===== src/common/adcc_pkg.sv =====
// Package for the converter control block: register map, field positions,
// reset values, sequencer states and timing constants.
// Assumes a 40 MHz core clock and an 8-bit register port.
`default_nettype none
package adcc_pkg;
   // Register offsets on the plain register port.
   localparam logic [7:0] ADDR_CTRL_MAIN = 8'h1F;
   localparam logic [7:0] ADDR_RES_UPPER = 8'h1E;
   localparam logic [7:0] ADDR_PIN_SEL = 8'h91;
   localparam logic [7:0] ADDR_RES_LOWER = 8'h9E;
   localparam logic [7:0] ADDR_CLK_CFG = 8'h9F;
   // Field positions in the main control register.
   localparam int BIT_POWER = 0;
   localparam int BIT_GO = 1;
   localparam int BIT_CHAN_LO = 2;
   localparam int BIT_REF = 6;
   localparam int BIT_JUSTIFY = 7;
   // Field position of the clock select in the clock config register.
   localparam int BIT_CSEL_LO = 4;
   // Reset values.
   localparam logic [7:0] RST_CTRL_MAIN = 8'h00;
   localparam logic [2:0] RST_CLK_SEL = 3'h0;
   localparam logic [7:0] RST_PIN_SEL = 8'hFF;
   // Writable masks; unimplemented bits read as zero.
   localparam logic [7:0] MASK_CTRL_MAIN = 8'hDF;
   // Conversion length and abort recovery in bit periods.
   localparam logic [3:0] CONV_BIT_PERIODS = 4'hB;
   localparam logic [3:0] ABORT_BIT_PERIODS = 4'h2;
   // Internal RC option: at most 500 kHz, so at least 80 cycles at 40 MHz.
   localparam int CLK_MHZ = 40;
   localparam int RC_MAX_KHZ = 500;
   localparam int RC_DIV = (CLK_MHZ * 1000) / RC_MAX_KHZ;
   // One instruction cycle is four oscillator periods.
   localparam logic [2:0] INSTR_CYCLES = 3'h4;
   // Converter sequencing states, one-hot.
   typedef enum logic [3:0] {
      ADCC_IDLE = 4'h1,
      ADCC_DELAY = 4'h2,
      ADCC_CONV = 4'h4,
      ADCC_RECOVER = 4'h8
   } adcc_state_t;
endpackage : adcc_pkg
`default_nettype wire


===== src/rtl/adcc_top.sv =====
// Converter control block: registers, sequencing and result formatting.
// Assumes the analog converter delivers a 10-bit value when sampled at
// conversion end, and a sleep level from outside the core's clock domain.
`default_nettype none
`timescale 1ns/100ps
// Functional notes
// - Channel field selects one of eight inputs.
// - Reference bit picks external pin or supply.
// - Conversion lasts eleven bit periods.
// - Clock select code sets bit period divisor.
// - RC option gives 500 kHz maximum clock.
// - Go bit starts, reads one while busy.
// - Completion clears go, sets flag, interrupt.
// - Clearing go aborts, results keep old value.
// - Abort waits two periods, then acquires.
// - Justify bit picks right or left format.
// - Power bit runs or shuts converter.
// - Analog select bits disable digital pin use.
// - Unimplemented bits read as zero.
// - Hold capacitor never discharged between conversions.
// - RC clock delays start one instruction.
// - Sleep aborts non-RC conversion, power stays.
// - Reset aborts, results are left unchanged.
module adcc_top (
   input wire logic clk,
   input wire logic rst_n,
   input wire logic [7:0] reg_addr,
   input wire logic [7:0] reg_wdata,
   input wire logic reg_wr,
   input wire logic reg_rd,
   output logic [7:0] reg_rdata,
   input wire logic sleep_req,
   input wire logic done_int_en,
   input wire logic done_flag_clr,
   input wire logic [9:0] conv_result,
   output logic [2:0] input_channel_field,
   output logic reference_source_bit,
   output logic analog_power,
   output logic sample_enable,
   output logic convert_active,
   output logic convert_bit_tick,
   output logic convert_done_flag,
   output logic convert_irq,
   output logic [7:0] pin_analog_bits,
   output logic [7:0] pin_digital_enable
);
   // Control register fields held separately.
   logic justify_q;
   logic ref_q;
   logic [2:0] chan_q;
   logic go_q;
   logic power_q;
   logic [2:0] csel_q;
   logic [7:0] pinsel_q;
   // Result registers have no reset: device reset leaves them unchanged.
   logic [7:0] res_hi_q;
   logic [7:0] res_lo_q;
   // Sequencer state and bit period counter.
   adcc_pkg::adcc_state_t state_q;
   adcc_pkg::adcc_state_t state_d;
   logic [3:0] per_q;
   logic [2:0] dly_q;
   // Registered outputs.
   logic [7:0] rdata_q;
   logic flag_q;
   logic irq_q;
   logic bit_tick_q;
   logic sample_q;
   // Digital enables kept in their own flop so the pin output is registered.
   logic [7:0] pin_dig_q;
   // Sleep input comes from outside: two-stage synchroniser.
   logic sleep_s1_q;
   logic sleep_s2_q;

   // Write decode.
   wire wr_main = reg_wr && (reg_addr == adcc_pkg::ADDR_CTRL_MAIN);
   wire wr_clk = reg_wr && (reg_addr == adcc_pkg::ADDR_CLK_CFG);
   wire wr_pin = reg_wr && (reg_addr == adcc_pkg::ADDR_PIN_SEL);
   wire go_wr = reg_wdata[adcc_pkg::BIT_GO];
   wire rc_sel = (csel_q[1:0] == 2'b11);
   // Sleep turns the analog part off unless the RC clock is chosen.
   wire sleep_kill = sleep_s2_q && !rc_sel;
   wire run = power_q && !sleep_kill;
   // Power bit as it will stand after this cycle's write.
   wire power_d = wr_main ? reg_wdata[adcc_pkg::BIT_POWER] : power_q;
   wire tick;
   // Start: go written while go was clear, powered and not stopped by sleep; the state is not decoded.
   wire start = wr_main && go_wr && !go_q && power_q && !sleep_kill;
   // Abort: software writes go low while busy, or power/sleep drops.
   wire busy = (state_q == adcc_pkg::ADCC_DELAY) ||
               (state_q == adcc_pkg::ADCC_CONV);
   wire sw_abort = busy && wr_main && !go_wr;
   wire hw_abort = busy && !run;
   wire conv_end = (state_q == adcc_pkg::ADCC_CONV) && tick &&
                   (per_q == adcc_pkg::CONV_BIT_PERIODS - 4'h1);
   wire rec_end = (state_q == adcc_pkg::ADCC_RECOVER) && tick &&
                  (per_q == adcc_pkg::ABORT_BIT_PERIODS - 4'h1);
   wire seq_tick_run = (state_q == adcc_pkg::ADCC_CONV) ||
                       (state_q == adcc_pkg::ADCC_RECOVER);

   // Formatted result for the two justifications.
   wire [7:0] fmt_hi = justify_q ? {6'h00, conv_result[9:8]}
                                 : conv_result[9:2];
   wire [7:0] fmt_lo = justify_q ? conv_result[7:0]
                                 : {conv_result[1:0], 6'h00};

   // Read multiplexer; unimplemented bits are zero, unmapped reads zero.
   wire [7:0] main_view = {justify_q, ref_q, 1'b0, chan_q, go_q, power_q};
   wire [7:0] rd_mux =
      (reg_addr == adcc_pkg::ADDR_CTRL_MAIN) ? main_view :
      (reg_addr == adcc_pkg::ADDR_CLK_CFG) ? {1'b0, csel_q, 4'h0} :
      (reg_addr == adcc_pkg::ADDR_PIN_SEL) ? pinsel_q :
      (reg_addr == adcc_pkg::ADDR_RES_UPPER) ? res_hi_q :
      (reg_addr == adcc_pkg::ADDR_RES_LOWER) ? res_lo_q : 8'h00;

   // Bit period divider shared by conversion and abort recovery. An abort
   // restarts it, so recovery gets two whole bit periods, not a partial one.
   adcc_tick_gen u_tick (
      .clk(clk),
      .rst_n(rst_n),
      .run(seq_tick_run && run && !sw_abort && !hw_abort),
      .sel(csel_q),
      .tick(tick)
   );

   // Synchronise the sleep level before any logic looks at it.
   always_ff @(posedge clk)
   begin
      if (!rst_n)
      begin
         sleep_s1_q <= 1'b0;
         sleep_s2_q <= 1'b0;
      end
      else
      begin
         sleep_s1_q <= sleep_req;
         sleep_s2_q <= sleep_s1_q;
      end
   end

   // Next state of the sequencer.
   always_comb
   begin
      state_d = state_q;
      unique case (state_q)
         adcc_pkg::ADCC_IDLE:
         begin
            // With the RC clock the start waits one instruction.
            if (start)
               state_d = rc_sel ? adcc_pkg::ADCC_DELAY
                                : adcc_pkg::ADCC_CONV;
         end
         adcc_pkg::ADCC_DELAY:
         begin
            if (sw_abort || hw_abort)
               state_d = adcc_pkg::ADCC_RECOVER;
            else if (dly_q == adcc_pkg::INSTR_CYCLES - 3'h1)
               state_d = adcc_pkg::ADCC_CONV;
         end
         adcc_pkg::ADCC_CONV:
         begin
            if (sw_abort || hw_abort)
               state_d = adcc_pkg::ADCC_RECOVER;
            else if (conv_end)
               state_d = adcc_pkg::ADCC_IDLE;
         end
         adcc_pkg::ADCC_RECOVER:
         begin
            // Powered-down recovery has no clock; drop straight to idle.
            if (rec_end || !run)
               state_d = adcc_pkg::ADCC_IDLE;
         end
         default: state_d = adcc_pkg::ADCC_IDLE;
      endcase
   end

   // Sequencer state, bit period and instruction delay counters.
   always_ff @(posedge clk)
   begin
      if (!rst_n)
      begin
         state_q <= adcc_pkg::ADCC_IDLE;
         per_q <= 4'h0;
         dly_q <= 3'h0;
      end
      else
      begin
         state_q <= state_d;
         if (state_d != state_q)
            per_q <= 4'h0;
         else if (tick)
            per_q <= per_q + 4'h1;
         dly_q <= (state_q == adcc_pkg::ADCC_DELAY) ? dly_q + 3'h1 : 3'h0;
      end
   end

   // Main control register; hardware clears go on completion or abort.
   always_ff @(posedge clk)
   begin
      if (!rst_n)
      begin
         justify_q <= adcc_pkg::RST_CTRL_MAIN[adcc_pkg::BIT_JUSTIFY];
         ref_q <= adcc_pkg::RST_CTRL_MAIN[adcc_pkg::BIT_REF];
         chan_q <= adcc_pkg::RST_CTRL_MAIN[adcc_pkg::BIT_CHAN_LO +: 3];
         power_q <= adcc_pkg::RST_CTRL_MAIN[adcc_pkg::BIT_POWER];
         go_q <= adcc_pkg::RST_CTRL_MAIN[adcc_pkg::BIT_GO];
      end
      else
      begin
         if (wr_main)
         begin
            justify_q <= reg_wdata[adcc_pkg::BIT_JUSTIFY];
            ref_q <= reg_wdata[adcc_pkg::BIT_REF];
            chan_q <= reg_wdata[adcc_pkg::BIT_CHAN_LO +: 3];
            // Sleep turns the analog part off but the bit stays set.
            power_q <= reg_wdata[adcc_pkg::BIT_POWER];
         end
         if (start)
            go_q <= 1'b1;
         else if (conv_end || sw_abort || hw_abort)
            go_q <= 1'b0;
         else if (wr_main && !go_wr)
            go_q <= 1'b0;
      end
   end

   // Clock configuration and analog pin select registers.
   always_ff @(posedge clk)
   begin
      if (!rst_n)
      begin
         csel_q <= adcc_pkg::RST_CLK_SEL;
         pinsel_q <= adcc_pkg::RST_PIN_SEL;
         pin_dig_q <= ~adcc_pkg::RST_PIN_SEL;
      end
      else
      begin
         if (wr_clk)
            csel_q <= reg_wdata[adcc_pkg::BIT_CSEL_LO +: 3];
         if (wr_pin)
         begin
            pinsel_q <= reg_wdata;
            pin_dig_q <= ~reg_wdata;
         end
      end
   end

   // Results load only on a finished conversion, never on an abort, and
   // never on a reset edge, so a reset leaves them untouched.
   always_ff @(posedge clk)
   begin
      if (rst_n && conv_end && !sw_abort && !hw_abort)
      begin
         res_hi_q <= fmt_hi;
         res_lo_q <= fmt_lo;
      end
   end

   // Done flag: completion sets it and wins over a clear in that cycle.
   always_ff @(posedge clk)
   begin
      if (!rst_n)
      begin
         flag_q <= 1'b0;
         irq_q <= 1'b0;
      end
      else
      begin
         if (conv_end && !sw_abort && !hw_abort)
            flag_q <= 1'b1;
         else if (done_flag_clr)
            flag_q <= 1'b0;
         irq_q <= done_int_en && (flag_q ||
                  (conv_end && !sw_abort && !hw_abort));
      end
   end

   // Registered outputs toward the analog front end and the bus.
   always_ff @(posedge clk)
   begin
      if (!rst_n)
      begin
         rdata_q <= 8'h00;
         bit_tick_q <= 1'b0;
         sample_q <= 1'b0;
      end
      else
      begin
         rdata_q <= reg_rd ? rd_mux : 8'h00;
         bit_tick_q <= tick && (state_q == adcc_pkg::ADCC_CONV);
         // Acquisition runs whenever powered and idle, so the hold
         // capacitor tracks the channel and is never discharged. It
         // stops as go is set, also before an RC-delayed start, and uses
         // the next power bit so it never outlives a power-off write.
         sample_q <= power_d && !sleep_kill &&
                     (state_d == adcc_pkg::ADCC_IDLE);
      end
   end

   assign reg_rdata = rdata_q;
   assign input_channel_field = chan_q;
   assign reference_source_bit = ref_q;
   assign analog_power = power_q;
   assign sample_enable = sample_q;
   assign convert_active = go_q;
   assign convert_bit_tick = bit_tick_q;
   assign convert_done_flag = flag_q;
   assign convert_irq = irq_q;
   assign pin_analog_bits = pinsel_q;
   assign pin_digital_enable = pin_dig_q;
endmodule : adcc_top
`default_nettype wire


===== src/rtl/adcc_tick_gen.sv =====
// Bit period tick generator for the converter control block.
// Assumes a single clock; produces a one-cycle enable per bit period.
`default_nettype none
`timescale 1ns/100ps
module adcc_tick_gen (
   input wire logic clk,
   input wire logic rst_n,
   input wire logic run,
   input wire logic [2:0] sel,
   output logic tick
);
   // Free counter; restarted whenever the sequencer is idle.
   logic [6:0] cnt_q;
   logic [6:0] limit;

   // Divisor minus one for each select code; x11 is the RC option.
   assign limit = (sel[1:0] == 2'b11) ? 7'(adcc_pkg::RC_DIV - 1) :
                  (sel == 3'b000) ? 7'h01 :
                  (sel == 3'b100) ? 7'h03 :
                  (sel == 3'b001) ? 7'h07 :
                  (sel == 3'b101) ? 7'h0F :
                  (sel == 3'b010) ? 7'h1F : 7'h3F;
   assign tick = run && (cnt_q == limit);

   // Count up to the limit and wrap.
   always_ff @(posedge clk)
   begin
      if (!rst_n || !run || tick)
         cnt_q <= 7'h00;
      else
         cnt_q <= cnt_q + 7'h01;
   end
endmodule : adcc_tick_gen
`default_nettype wire


===== config.mk =====
export PLATFORM = sky130hd
export DESIGN_NAME = adcc_top
export DESIGN_NICKNAME = d
export VERILOG_FILES = /design/src/common/adcc_pkg.sv /design/src/rtl/adcc_top.sv /design/src/rtl/adcc_tick_gen.sv
export SDC_FILE = /design/constraint.sdc
export NUM_CORES = 1
export LEC_CHECK = 0
export ABC_CLOCK_PERIOD_IN_PS = 5700
export CAP_MARGIN = 5
export CELL_PAD_IN_SITES_DETAIL_PLACEMENT = 0
export CELL_PAD_IN_SITES_GLOBAL_PLACEMENT = 2
export CORE_UTILIZATION = 42
export DETAILED_ROUTE_END_ITERATION = 12
export DONT_BUFFER_PORTS = 1
export GPL_ROUTABILITY_DRIVEN = 0
export GPL_TIMING_DRIVEN = 0
export PLACE_DENSITY = 0.79
export SLEW_MARGIN = 20
export SYNTH_ARGS = -nofsm -noshare
export SYNTH_HDL_FRONTEND = slang
export SYNTH_SLANG_ARGS = --single-unit

===== constraint.sdc =====
create_clock -name clk -period 5.7 [get_ports clk]
set_input_delay 0.285 -clock clk [delete_from_list [all_inputs] [get_ports clk]]
set_output_delay 0.285 -clock clk [all_outputs]
set_load 0.05 [all_outputs]

==> results of run 1 <==
cells by family after synthesis:
logic type	Yosys count	synth area share, %
AND/OR/NAND/NOR	157	27.4
XOR/XNOR	11	2.76
flip-flops	74	47.0
multiplexers	11	3.44
AO/OA/AOI/OAI	67	13.3
adder cells (fa/ha/maj)	6	2.15
buffers and inverters	26	3.87
synth_stat cells, types with 2 or more instances:
master | number | area share [%]
a211oi_1 | 2 | 0.43
a21oi_1 | 11 | 1.6
a221oi_1 | 2 | 0.50
a222oi_1 | 5 | 1.4
a22o_1 | 2 | 0.50
a22oi_1 | 2 | 0.43
a31oi_1 | 3 | 0.54
and2_0 | 2 | 0.36
and2_1 | 14 | 2.5
and3_1 | 8 | 1.4
and4b_1 | 2 | 0.57
buf_2 | 6 | 0.86
buf_4 | 2 | 0.43
buf_6 | 3 | 0.97
clkbuf_1 | 8 | 0.86
dfxtp_1 | 58 | 33
edfxtp_1 | 16 | 14
ha_1 | 6 | 2.2
inv_1 | 7 | 0.75
mux2_2 | 4 | 1.3
mux2i_1 | 6 | 1.7
nand2_1 | 30 | 3.2
nand2b_1 | 2 | 0.36
nand3_1 | 15 | 2.2
nand3b_1 | 2 | 0.43
nand4_1 | 5 | 0.90
nand4b_1 | 4 | 1.0
nor2_1 | 32 | 3.4
nor2b_1 | 8 | 1.4
nor3_1 | 6 | 0.86
nor3b_2 | 2 | 0.72
nor4_1 | 3 | 0.54
nor4b_1 | 6 | 1.5
nor4b_4 | 2 | 1.4
o211ai_1 | 2 | 0.43
o21a_1 | 9 | 1.9
o21ai_0 | 16 | 2.3
xnor2_1 | 3 | 0.75
xor2_1 | 8 | 2.0
power by group through the flow:
stage          clock [mW]  sequential (mW)  combinational, mW
6_report            0.372            0.536             0.0219
5_1_grt             0.406            0.536             0.0241
2_1_floorplan           0            0.548             0.0159
3_5_place_dp            0            0.548             0.0222
3_3_place_gp            0            0.548             0.0222
4_1_cts             0.383            0.536             0.0224
worst max-delay path, cell delays in order (launching register included):
cell     delay (ps)
dfxtp_1         820
or3b_1          440
nor2_1           90
and3_1          170
buf_6           120
nand3_1         150
nor3b_2         430
and2_1          660
layout make-up:
class,count,area share [%]
Buffer,19,2.87
Clock buffer,10,3.36
Clock inverter,6,1.29
Inverter,7,0.693
Multi-Input combinational cell,252,45.2
Sequential cell,74,43.3
Tap cell,102,3.36
state kept, by name, indices dropped and copies added (netlist names), 3 cells and up:
register	flops
input_channel_field	3
csel_q	3
state_q	4
pin_digital_enable	8
u_tick.cnt_q	7
pin_analog_bits	8
dly_q	3
per_q	4
reg_rdata	8
res_lo_q	8
res_hi_q	8
through the flow:
step	instances	utilization, %
3_3_place_gp	454	45.9
4_1_cts	470	48.1
5_1_grt	470	48.1
3_5_place_dp	454	45.9
2_1_floorplan	352	-
6_report	470	48.1
per-layer routing:
layer  global-route usage, %  vias to the layer above  wire length [um]
met5                       0                        -                 0
met1                    26.3                     1260              3750
met2                    35.4                       84              4110
met3                    5.61                       14               614
met4                    7.69                        0               143
li1                        -                     1306                 -
worst max path at each step:
stage / start / cells past startpoint / end / slack [ps]
after CTS: analog_power / 7 / res_hi_q[3] / 2390
after global routing: analog_power / 7 / res_hi_q[3] / 2250
final: analog_power / 7 / res_hi_q[3] / 2430
after floorplan: analog_power / 7 / res_hi_q[0] / 3030
after global placement: analog_power / 7 / res_lo_q[0] / 2430
after detailed placement: analog_power / 7 / res_lo_q[0] / 2420
==> results.md, run 1 <==
- Slew headroom: 35.4%
- Distinct cells, synth: 67
- Die extent in y: 93.2 um
- Filler cells: 749
- Global-route usage over all layers: 21.2%
- Cell Pwr Density: 245 nW/um^2
- Unrepaired setup endpoints after global routing: false
- Total of buffers placed on input and output ports: 0
- Effective utilization at floorplan: 44.2%
- Sink Count: 74
- Final worst-path setup slack: 2430 ps
- Cell Int Power: 0.705 mW
- Clock root cell: clkbuf_8
- Area of the die: 8680 um^2
- First drt pass iteration count: 4
- Die Wd: 93.2 um
- Final hold violation count: 0
- Endpoint, Worst Hold: convert_irq
- DR WL/cell: 18.3 um
- Worst Hold Launch: done_int_en
- Via density per instance: 5.67
- Instance area at placement: 3620 um^2
- Overall power after layout: 0.930 mW
- Capture instance of the worst register-to-register path: res_hi_q[3]
- Async SR Flop Fraction: 0%
- Net switching power: 0.225 mW
- Share of the clock period used by the worst path: 57.3%
- Residual DRC count: 0
- Largest fanout of any net on the critical path: 16
- Maximum ir drop on the vdd rail: 0.000131 V
- Drt first-iter violations: 140
- Number of instances resized during post-cts repair: 0
- Relative contribution of sequential cells to total power: 57.6%
- Minimum clock period: 3270 ps
- Footprint of the multi-input gates: 1710 um^2
- Crit path DAT: 3230 ps
- Type of the most critical hold path: in -> reg
- Post-synth design cell area: 3490 um^2
- Worst Setup Slack post-DPL: 2420 ps
- Maximum number of buffers from clock root to sink: 2
- Total congestion overflow after global routing: 0
- Fraction of final layout cells sized beyond drive strength 1: 12.5%
- Post-Route Skew: 12.9 ps
- Required @ worst endpoint: 5670 ps
- FF-to-FF path depth: 7
- Highest-count cells in the layout ignoring fill and taps: dfxtp_1 (58), nor2_1 (32), nand2_1 (30)
- Number of global-route vias before repair: 2703
- Critical path class: reg -> reg
- Reg2Reg Setup Slack: 2430 ps
- Skew-Pair Late Insertion Delay: 340 ps
- Comb power frac: 2.4%
- Primary flip-flop cell chosen by synthesis mapping: dfxtp_1
- Clock edge transition at the registers on the reported setup and hold paths: 90 ps
- Most frequent standard cell in the layout excluding fill and tap cells: dfxtp_1
- Area occupied by registers: 1640 um^2
- Number of vias in the routed layout: 2664
- Proportion of synthesized chip area in sequential cells: 47.0%
- Clock buffer count from CTS: 9
- Global-route wire length before repair: 13900 um
- Type of element launching the critical path: flop
- Count of pins over their slew limit: 0
- Measured slew at the worst slew-check pin: 962 ps
- Achievable Freq: 0.306 GHz
- Area delta synth->final: 8.71%
- CTS Hold Buffers Added: 0
- Synthesized netlist net count: 391
- Post-synthesis sequential element count: 74
- Synthesized area per cell: 9.91 um^2
- Half-perimeter wire length of the detailed placement result: 6340 um
- Placeable core region: 7890 um^2
- Crit path capture type: flop
- Count of final setup violators: 0
- Result of the run: completed
- Summed area of non-filler cells in the final layout: 3790 um^2
- Number of nets in the finished design: 402
- Row count: 32
- Cells after Synth: 352
- Clock tree from TritonCTS: built
- Total I/O pin count: 67
- Antenna viol nets, final: 0
- Critical R2R Launch: analog_power
- Switching power as a share of total power: 24.2%
- Total wire length after detailed routing: 8620 um
- Post-CTS repair timing setup buffer count: 0
- Maximum capacitance violations: 0
- Htree depth: 3
- Antenna violations before repair: 0
- Number of warnings printed during yosys synthesis: 0
- Antenna Cells: 0
- Count of flip-flops with a built-in enable after synthesis: 16
- Min Hold Slack: 82.0 ps
- Maximum number of pins on one net before global-route repair: 17
- Final setup TNS: 0 ps
- Leakage dissipation: 1.43 nW
- Clock network fraction of total power: 40.0%
- Worst hold stages: 1
No activity file was read; power rests on OpenSTA's default activity.
==> run 2, diff against run 1 <==
--- a/config.mk
+++ b/config.mk
@@ -5,16 +5,16 @@
 export SDC_FILE = /design/constraint.sdc
 export NUM_CORES = 1
 export LEC_CHECK = 0
-export ABC_CLOCK_PERIOD_IN_PS = 5700
+export ABC_CLOCK_PERIOD_IN_PS = 3360
 export CAP_MARGIN = 5
 export CELL_PAD_IN_SITES_DETAIL_PLACEMENT = 0
 export CELL_PAD_IN_SITES_GLOBAL_PLACEMENT = 2
-export CORE_UTILIZATION = 42
+export CORE_UTILIZATION = 39
 export DETAILED_ROUTE_END_ITERATION = 12
 export DONT_BUFFER_PORTS = 1
 export GPL_ROUTABILITY_DRIVEN = 0
 export GPL_TIMING_DRIVEN = 0
-export PLACE_DENSITY = 0.79
+export PLACE_DENSITY = 0.74
 export SLEW_MARGIN = 20
 export SYNTH_ARGS = -nofsm -noshare
 export SYNTH_HDL_FRONTEND = slang
==> constraint.sdc (replaced) <==
create_clock -name clk -period 3.36 [get_ports clk]
set_input_delay 0.168 -clock clk [delete_from_list [all_inputs] [get_ports clk]]
set_output_delay 0.168 -clock clk [all_outputs]
set_load 0.05 [all_outputs]
==> results.md, run 2 (synthesis results as in run 1) <==
- Global-route usage over all layers: 20.5% (-0.69 points)
- Maximum number of buffers from clock root to sink: 2 (unchanged)
- Number of vias in the routed layout: 2736 (+2.7%)
- Number of nets in the finished design: 412 (+2.5%)
- Antenna violations before repair: 0 (unchanged)
- Cell Int Power: 1.20 mW (+70%)
- Critical path class: reg -> reg
- Number of global-route vias before repair: 2540 (-6.0%)
- Largest fanout of any net on the critical path: 16 (unchanged)
- Crit path capture type: flop
- Result of the run: completed
- Final setup TNS: 0 ps (unchanged)
- Unrepaired setup endpoints after global routing: false
- Leakage dissipation: 1.48 nW (+3.8%)
- Placeable core region: 8680 um^2 (+10%)
- Startpoint of the worst setup timing path: analog_power
- Antenna viol nets, final: 0 (unchanged)
- Count of pins over their slew limit: 0 (unchanged)
- Summed area of non-filler cells in the final layout: 3900 um^2 (+2.9%)
- Clock edge transition at the registers on the reported setup and hold paths: 90 ps (about the same)
- Post-CTS repair timing setup buffer count: 0 (unchanged)
- Achievable Freq: 0.328 GHz (+7.3%)
- Fraction of final layout cells sized beyond drive strength 1: 12.4% (-0.066 points)
- Instance area at placement: 3620 um^2 (+0.21%)
- Slew headroom: 32.9% (-2.5 points)
- Cell Pwr Density: 410 nW/um^2 (+67%)
- Maximum ir drop on the vdd rail: 0.000244 V (+87%)
- Clock buffer count from CTS: 9 (unchanged)
- Net switching power: 0.399 mW (+78%)
- Area delta synth->final: 11.8%
- Area of the die: 9330 um^2 (+7.5%)
- Residual DRC count: 0 (unchanged)
- Antenna Cells: 0 (unchanged)
- Via density per instance: 5.63 (-0.68%)
- Row count: 34 (+6.3%)
- Drt first-iter violations: 172 (+23%)
- Final worst-path setup slack: 316 ps (-2120 ps)
- Crit path DAT: 3070 ps (-160 ps)
- Share of the clock period used by the worst path: 90.6% (+33 points)
- Sink Count: 74 (unchanged)
- Total congestion overflow after global routing: 0 (unchanged)
- Htree depth: 3 (unchanged)
- Clock tree from TritonCTS: built
- Worst Hold Launch: conv_result[2]
- Post-Route Skew: 8.15 ps (-4.70 ps)
- Overall power after layout: 1.60 mW (+72%)
- Total I/O pin count: 67 (unchanged)
- Comb power frac: 3.0% (+0.6 points)
- Skew-Pair Late Insertion Delay: 350 ps (about the same)
- Global-route wire length before repair: 13900 um (-0.39%)
- Clock root cell: clkbuf_8
- Most frequent standard cell in the layout excluding fill and tap cells: dfxtp_1
- Clock network fraction of total power: 40.2% (+0.2 points)
- Count of final setup violators: 0 (unchanged)
- Switching power as a share of total power: 24.9% (+0.77 points)
- Type of element launching the critical path: flop
- Effective utilization at floorplan: 40.2% (-4.0 points)
- Highest-count cells in the layout ignoring fill and taps: dfxtp_1 (58), nor2_1 (32), nand2_1 (30)
- DR WL/cell: 18.6 um (+1.4%)
- Type of the most critical hold path: in -> reg
- Worst Setup Slack post-DPL: 49.8 ps (-2370 ps)
- Total wire length after detailed routing: 9040 um (+4.8%)
- Required @ worst endpoint: 3380 ps (-2290 ps)
- Half-perimeter wire length of the detailed placement result: 6480 um (+2.3%)
- Die extent in y: 96.6 um (+3.7%)
- Die Wd: 96.6 um (+3.7%)
- Maximum number of pins on one net before global-route repair: 17 (unchanged)
- Maximum capacitance violations: 0 (unchanged)
- Measured slew at the worst slew-check pin: 999 ps (+37.5 ps)
- Relative contribution of sequential cells to total power: 56.8% (-0.8 points)
- Final hold violation count: 0 (unchanged)
- First drt pass iteration count: 7 (+3)
- Critical R2R Launch: analog_power
- Minimum clock period: 3040 ps (-221 ps)
- Total of buffers placed on input and output ports: 0 (unchanged)
run 2: layout make-up:
cell class | instances | area (um^2)
plain buffers | 19 | 109
clock buffers | 9 | 124
clock inverters | 7 | 52.6
fillers | 879 | 4780
inverters | 7 | 26.3
multi-input cells | 252 | 1710
flip-flops and latches | 74 | 1640
well taps | 108 | 135
repair buffers | 10 | 100
run 2: worst paths after layout:
check / slack [ps] / end / depth (start not counted)
setup / recovery: 320 / res_hi_q[3] / 7
setup reg to reg: 320 / res_hi_q[3] / 7
hold / removal: 20 / res_lo_q[2] / 1
hold reg to reg: 420 / dly_q[0] / 1
run 2: metal layers:
layer	wire length [um]	GRT usage, %
met1	3980	25.8
met4	113	6.13
met2	4440	34.6
met3	503	5.24
met5	0	0
run 2: timing repair:
action	CTS	global route
hold endpoints to repair	13	0
setup endpoints to repair	0	16
resized for setup	0	1
hold buffers	10	0
run 2: power by group through the flow:
stage	sequential (mW)	clock [mW]	combinational, mW
after detailed placement	0.930	0	0.0375
after global placement	0.930	0	0.0376
final	0.909	0.643	0.0482
after floorplan	0.929	0	0.0270
after CTS	0.909	0.651	0.0482
after global routing	0.909	0.691	0.0519
run 2: per-stage QoR:
step / hold WS, ps / instances / utilization, %
2_1_floorplan: 295 / 352 / -
3_3_place_gp: 301 / 460 / 41.8
3_5_place_dp: 305 / 460 / 41.8
4_1_cts: 15.6 / 486 / 45.0
5_1_grt: 2.56 / 486 / 45.0
6_report: 16.3 / 486 / 45.0
run 2: worst max-delay path, stage by stage (launching register included):
cell,delay (ps)
dfxtp_1,820
or3b_1,460
nor2_1,100
and3_1,170
buf_6,120
nand3_1,150
nor3b_2,430
and2_2,460
==> run 3, diff against run 2 <==
--- a/config.mk
+++ b/config.mk
@@ -5,7 +5,6 @@
 export SDC_FILE = /design/constraint.sdc
 export NUM_CORES = 1
 export LEC_CHECK = 0
-export ABC_CLOCK_PERIOD_IN_PS = 3360
 export CAP_MARGIN = 5
 export CELL_PAD_IN_SITES_DETAIL_PLACEMENT = 0
 export CELL_PAD_IN_SITES_GLOBAL_PLACEMENT = 2
@@ -14,6 +13,7 @@
 export DONT_BUFFER_PORTS = 1
 export GPL_ROUTABILITY_DRIVEN = 0
 export GPL_TIMING_DRIVEN = 0
+export HOLD_SLACK_MARGIN = 0.06
 export PLACE_DENSITY = 0.74
 export SLEW_MARGIN = 20
 export SYNTH_ARGS = -nofsm -noshare
==> results.md, run 3 (synthesis results as in run 1) <==
- Result of the run: completed
- Leakage dissipation: 1.53 nW (+3.4%)
- Antenna violations before repair: 0 (unchanged)
- Global-route wire length before repair: 13900 um (unchanged)
- Final Core Density: 46.4% (+1.4 points)
- DR WL/cell: 18.1 um (-2.6%)
- Critical R2R Launch: analog_power
- Clock tree from TritonCTS: built
- Worst Hold Launch: reg_wdata[4]
- Overall power after layout: 1.61 mW (+0.86%)
- Half-perimeter wire length of the detailed placement result: 6480 um (unchanged)
- Count of pins over their slew limit: 0 (unchanged)
- Minimum clock period: 3060 ps (+19.8 ps)
- Die extent in y: 96.6 um (unchanged)
- Cell-by-cell trace of the critical path: or3b_1 > nor2_1 > and3_1 > buf_6 > nand3_1 > nor3b_2 > and2_2
- Crit path capture type: flop
- Skew-Pair Late Insertion Delay: 360 ps (about the same)
- Total wire length after detailed routing: 9020 um (-0.20%)
- Final hold violation count: 0 (unchanged)
- Placeable core region: 8680 um^2 (unchanged)
- Share of the clock period used by the worst path: 91.2% (+0.59 points)
- Maximum number of pins on one net before global-route repair: 17 (unchanged)
- Row count: 34 (unchanged)
- Critical-path cell with the highest stage delay: dfxtp_1
- Largest stage delay on the critical path: 820 ps (about the same)
- Count of final setup violators: 0 (unchanged)
- Non-filler instance count after layout: 498 (+2.5%)
- Antenna viol nets, final: 0 (unchanged)
- Area of the die: 9330 um^2 (unchanged)
- Slew headroom: 31.2% (-1.7 points)
- Maximum ir drop on the vdd rail: 0.000252 V (+3.0%)
- Placed Cells incl. Taps: 460 (unchanged)
- Required @ worst endpoint: 3380 ps (about the same)
- Clock root cell: clkbuf_8
- First drt pass iteration count: 6 (-1)
- Fraction of final layout cells sized beyond drive strength 1: 12.1% (-0.38 points)
- Unrepaired setup endpoints after global routing: false
- Effective utilization at floorplan: 40.2% (unchanged)
- Residual DRC count: 0 (unchanged)
- Number of global-route vias before repair: 2556 (+0.63%)
- Drt first-iter violations: 150 (-13%)
- Number of nets in the finished design: 424 (+2.9%)
- Most frequent standard cell in the layout excluding fill and tap cells: dfxtp_1
- Total of buffers placed on input and output ports: 0 (unchanged)
- Area delta synth->final: 15.3%
- Largest fanout of any net on the critical path: 16 (unchanged)
- Die Wd: 96.6 um (unchanged)
- Clock edge transition at the registers on the reported setup and hold paths: 80 ps (about the same)
- Htree depth: 3 (unchanged)
- Highest-count cells in the layout ignoring fill and taps: dfxtp_1 (58), nor2_1 (32), nand2_1 (30)
- FF-to-FF path depth: 7 (unchanged)
- Achievable Freq: 0.326 GHz (-0.65%)
- Critical path class: reg -> reg
- Type of the most critical hold path: in -> reg
- Via density per instance: 5.54 (-1.7%)
- Startpoint of the worst setup timing path: analog_power
- Antenna Cells: 0 (unchanged)
- Clock buffer count from CTS: 9 (unchanged)
- Worst hold stages: 2 (+1)
- Global-route usage over all layers: 20.5% (-0.066 points)
- Sink Count: 74 (unchanged)
- Cell Pwr Density: 401 nW/um^2 (-2.1%)
- Maximum number of buffers from clock root to sink: 2 (unchanged)
- Measured slew at the worst slew-check pin: 1020 ps (+25.3 ps)
- Maximum capacitance violations: 0 (unchanged)
- Post-CTS repair timing setup buffer count: 0 (unchanged)
- Total I/O pin count: 67 (unchanged)
- Filler cells: 871 (-0.91%)
- Crit path DAT: 3080 ps (about the same)
- Number of vias in the routed layout: 2757 (+0.77%)
- Final setup TNS: 0 ps (unchanged)
- Total congestion overflow after global routing: 0 (unchanged)
- Post-Route Skew: 9.45 ps (+1.30 ps)
- Type of element launching the critical path: flop
run 3: changes by cell type in the layout (fill, tap and decap cells not counted), sizes merged:
cell / before / now
dlygate4sd3: 10 / 22
run 3: path summary, 6_finish.rpt:
| path | slack [ps] | end |
|---|---|---|
| worst min register to register | 420 | dly_q[0] |
| worst max-delay path | 300 | res_lo_q[1] |
| worst min-delay path | 60 | pin_analog_bits[4] |
| worst max register to register | 300 | res_lo_q[1] |
run 3: critical path, delay by kind of cell (launching register included):
family                 cells  cell delay, ps
buffers and inverters      1             120
AND/OR/NAND/NOR            6            1770
flip-flops                 1             820
run 3: layout make-up:
type | count | area, um^2 | share of cell area (%)
buffer | 19 | 109 | 2.71
tap | 108 | 135 | 3.36
multi-input combinational | 252 | 1710 | 42.6
sequential | 74 | 1640 | 40.8
timing repair buffer | 22 | 220 | 5.47
clock buffer | 9 | 124 | 3.08
inverter | 7 | 26.3 | 0.653
clock inverter | 7 | 52.6 | 1.31
run 3: repair_timing:
item	4_1_cts	5_1_grt
endpoints found under the setup margin	0	16
hold buffers	21	1
gates resized for setup	0	1
endpoints found under the hold margin	37	1
run 3: where the power goes:
| group | internal, mW | leakage (nW) | switching [mW] | total, mW |
|---|---|---|---|---|
| Clock | 0.273 | 0.0916 | 0.370 | 0.644 |
| Combinational | 0.0306 | 0.811 | 0.0308 | 0.0613 |
| Sequential | 0.906 | 0.627 | 0.00283 | 0.909 |
run 3: through the flow:
step | hold WS, ps | setup slack [ps] | instance area (um^2)
floorplan | 295 | 687 | 3490
global placement | 301 | 30.0 | 3620
detailed placement | 305 | 49.8 | 3620
CTS | 64.0 | 32.5 | 4010
global route | 65.3 | 113 | 4020
finish | 59.9 | 296 | 4020
run 3: metal layers:
layer	vias up	part of all wire, %	GRT usage, %
met4	0	1.3	6.13
met2	75	49	34.6
met3	10	5.2	5.16
li1	1353	-	-
met5	-	0	0
met1	1319	44	25.6
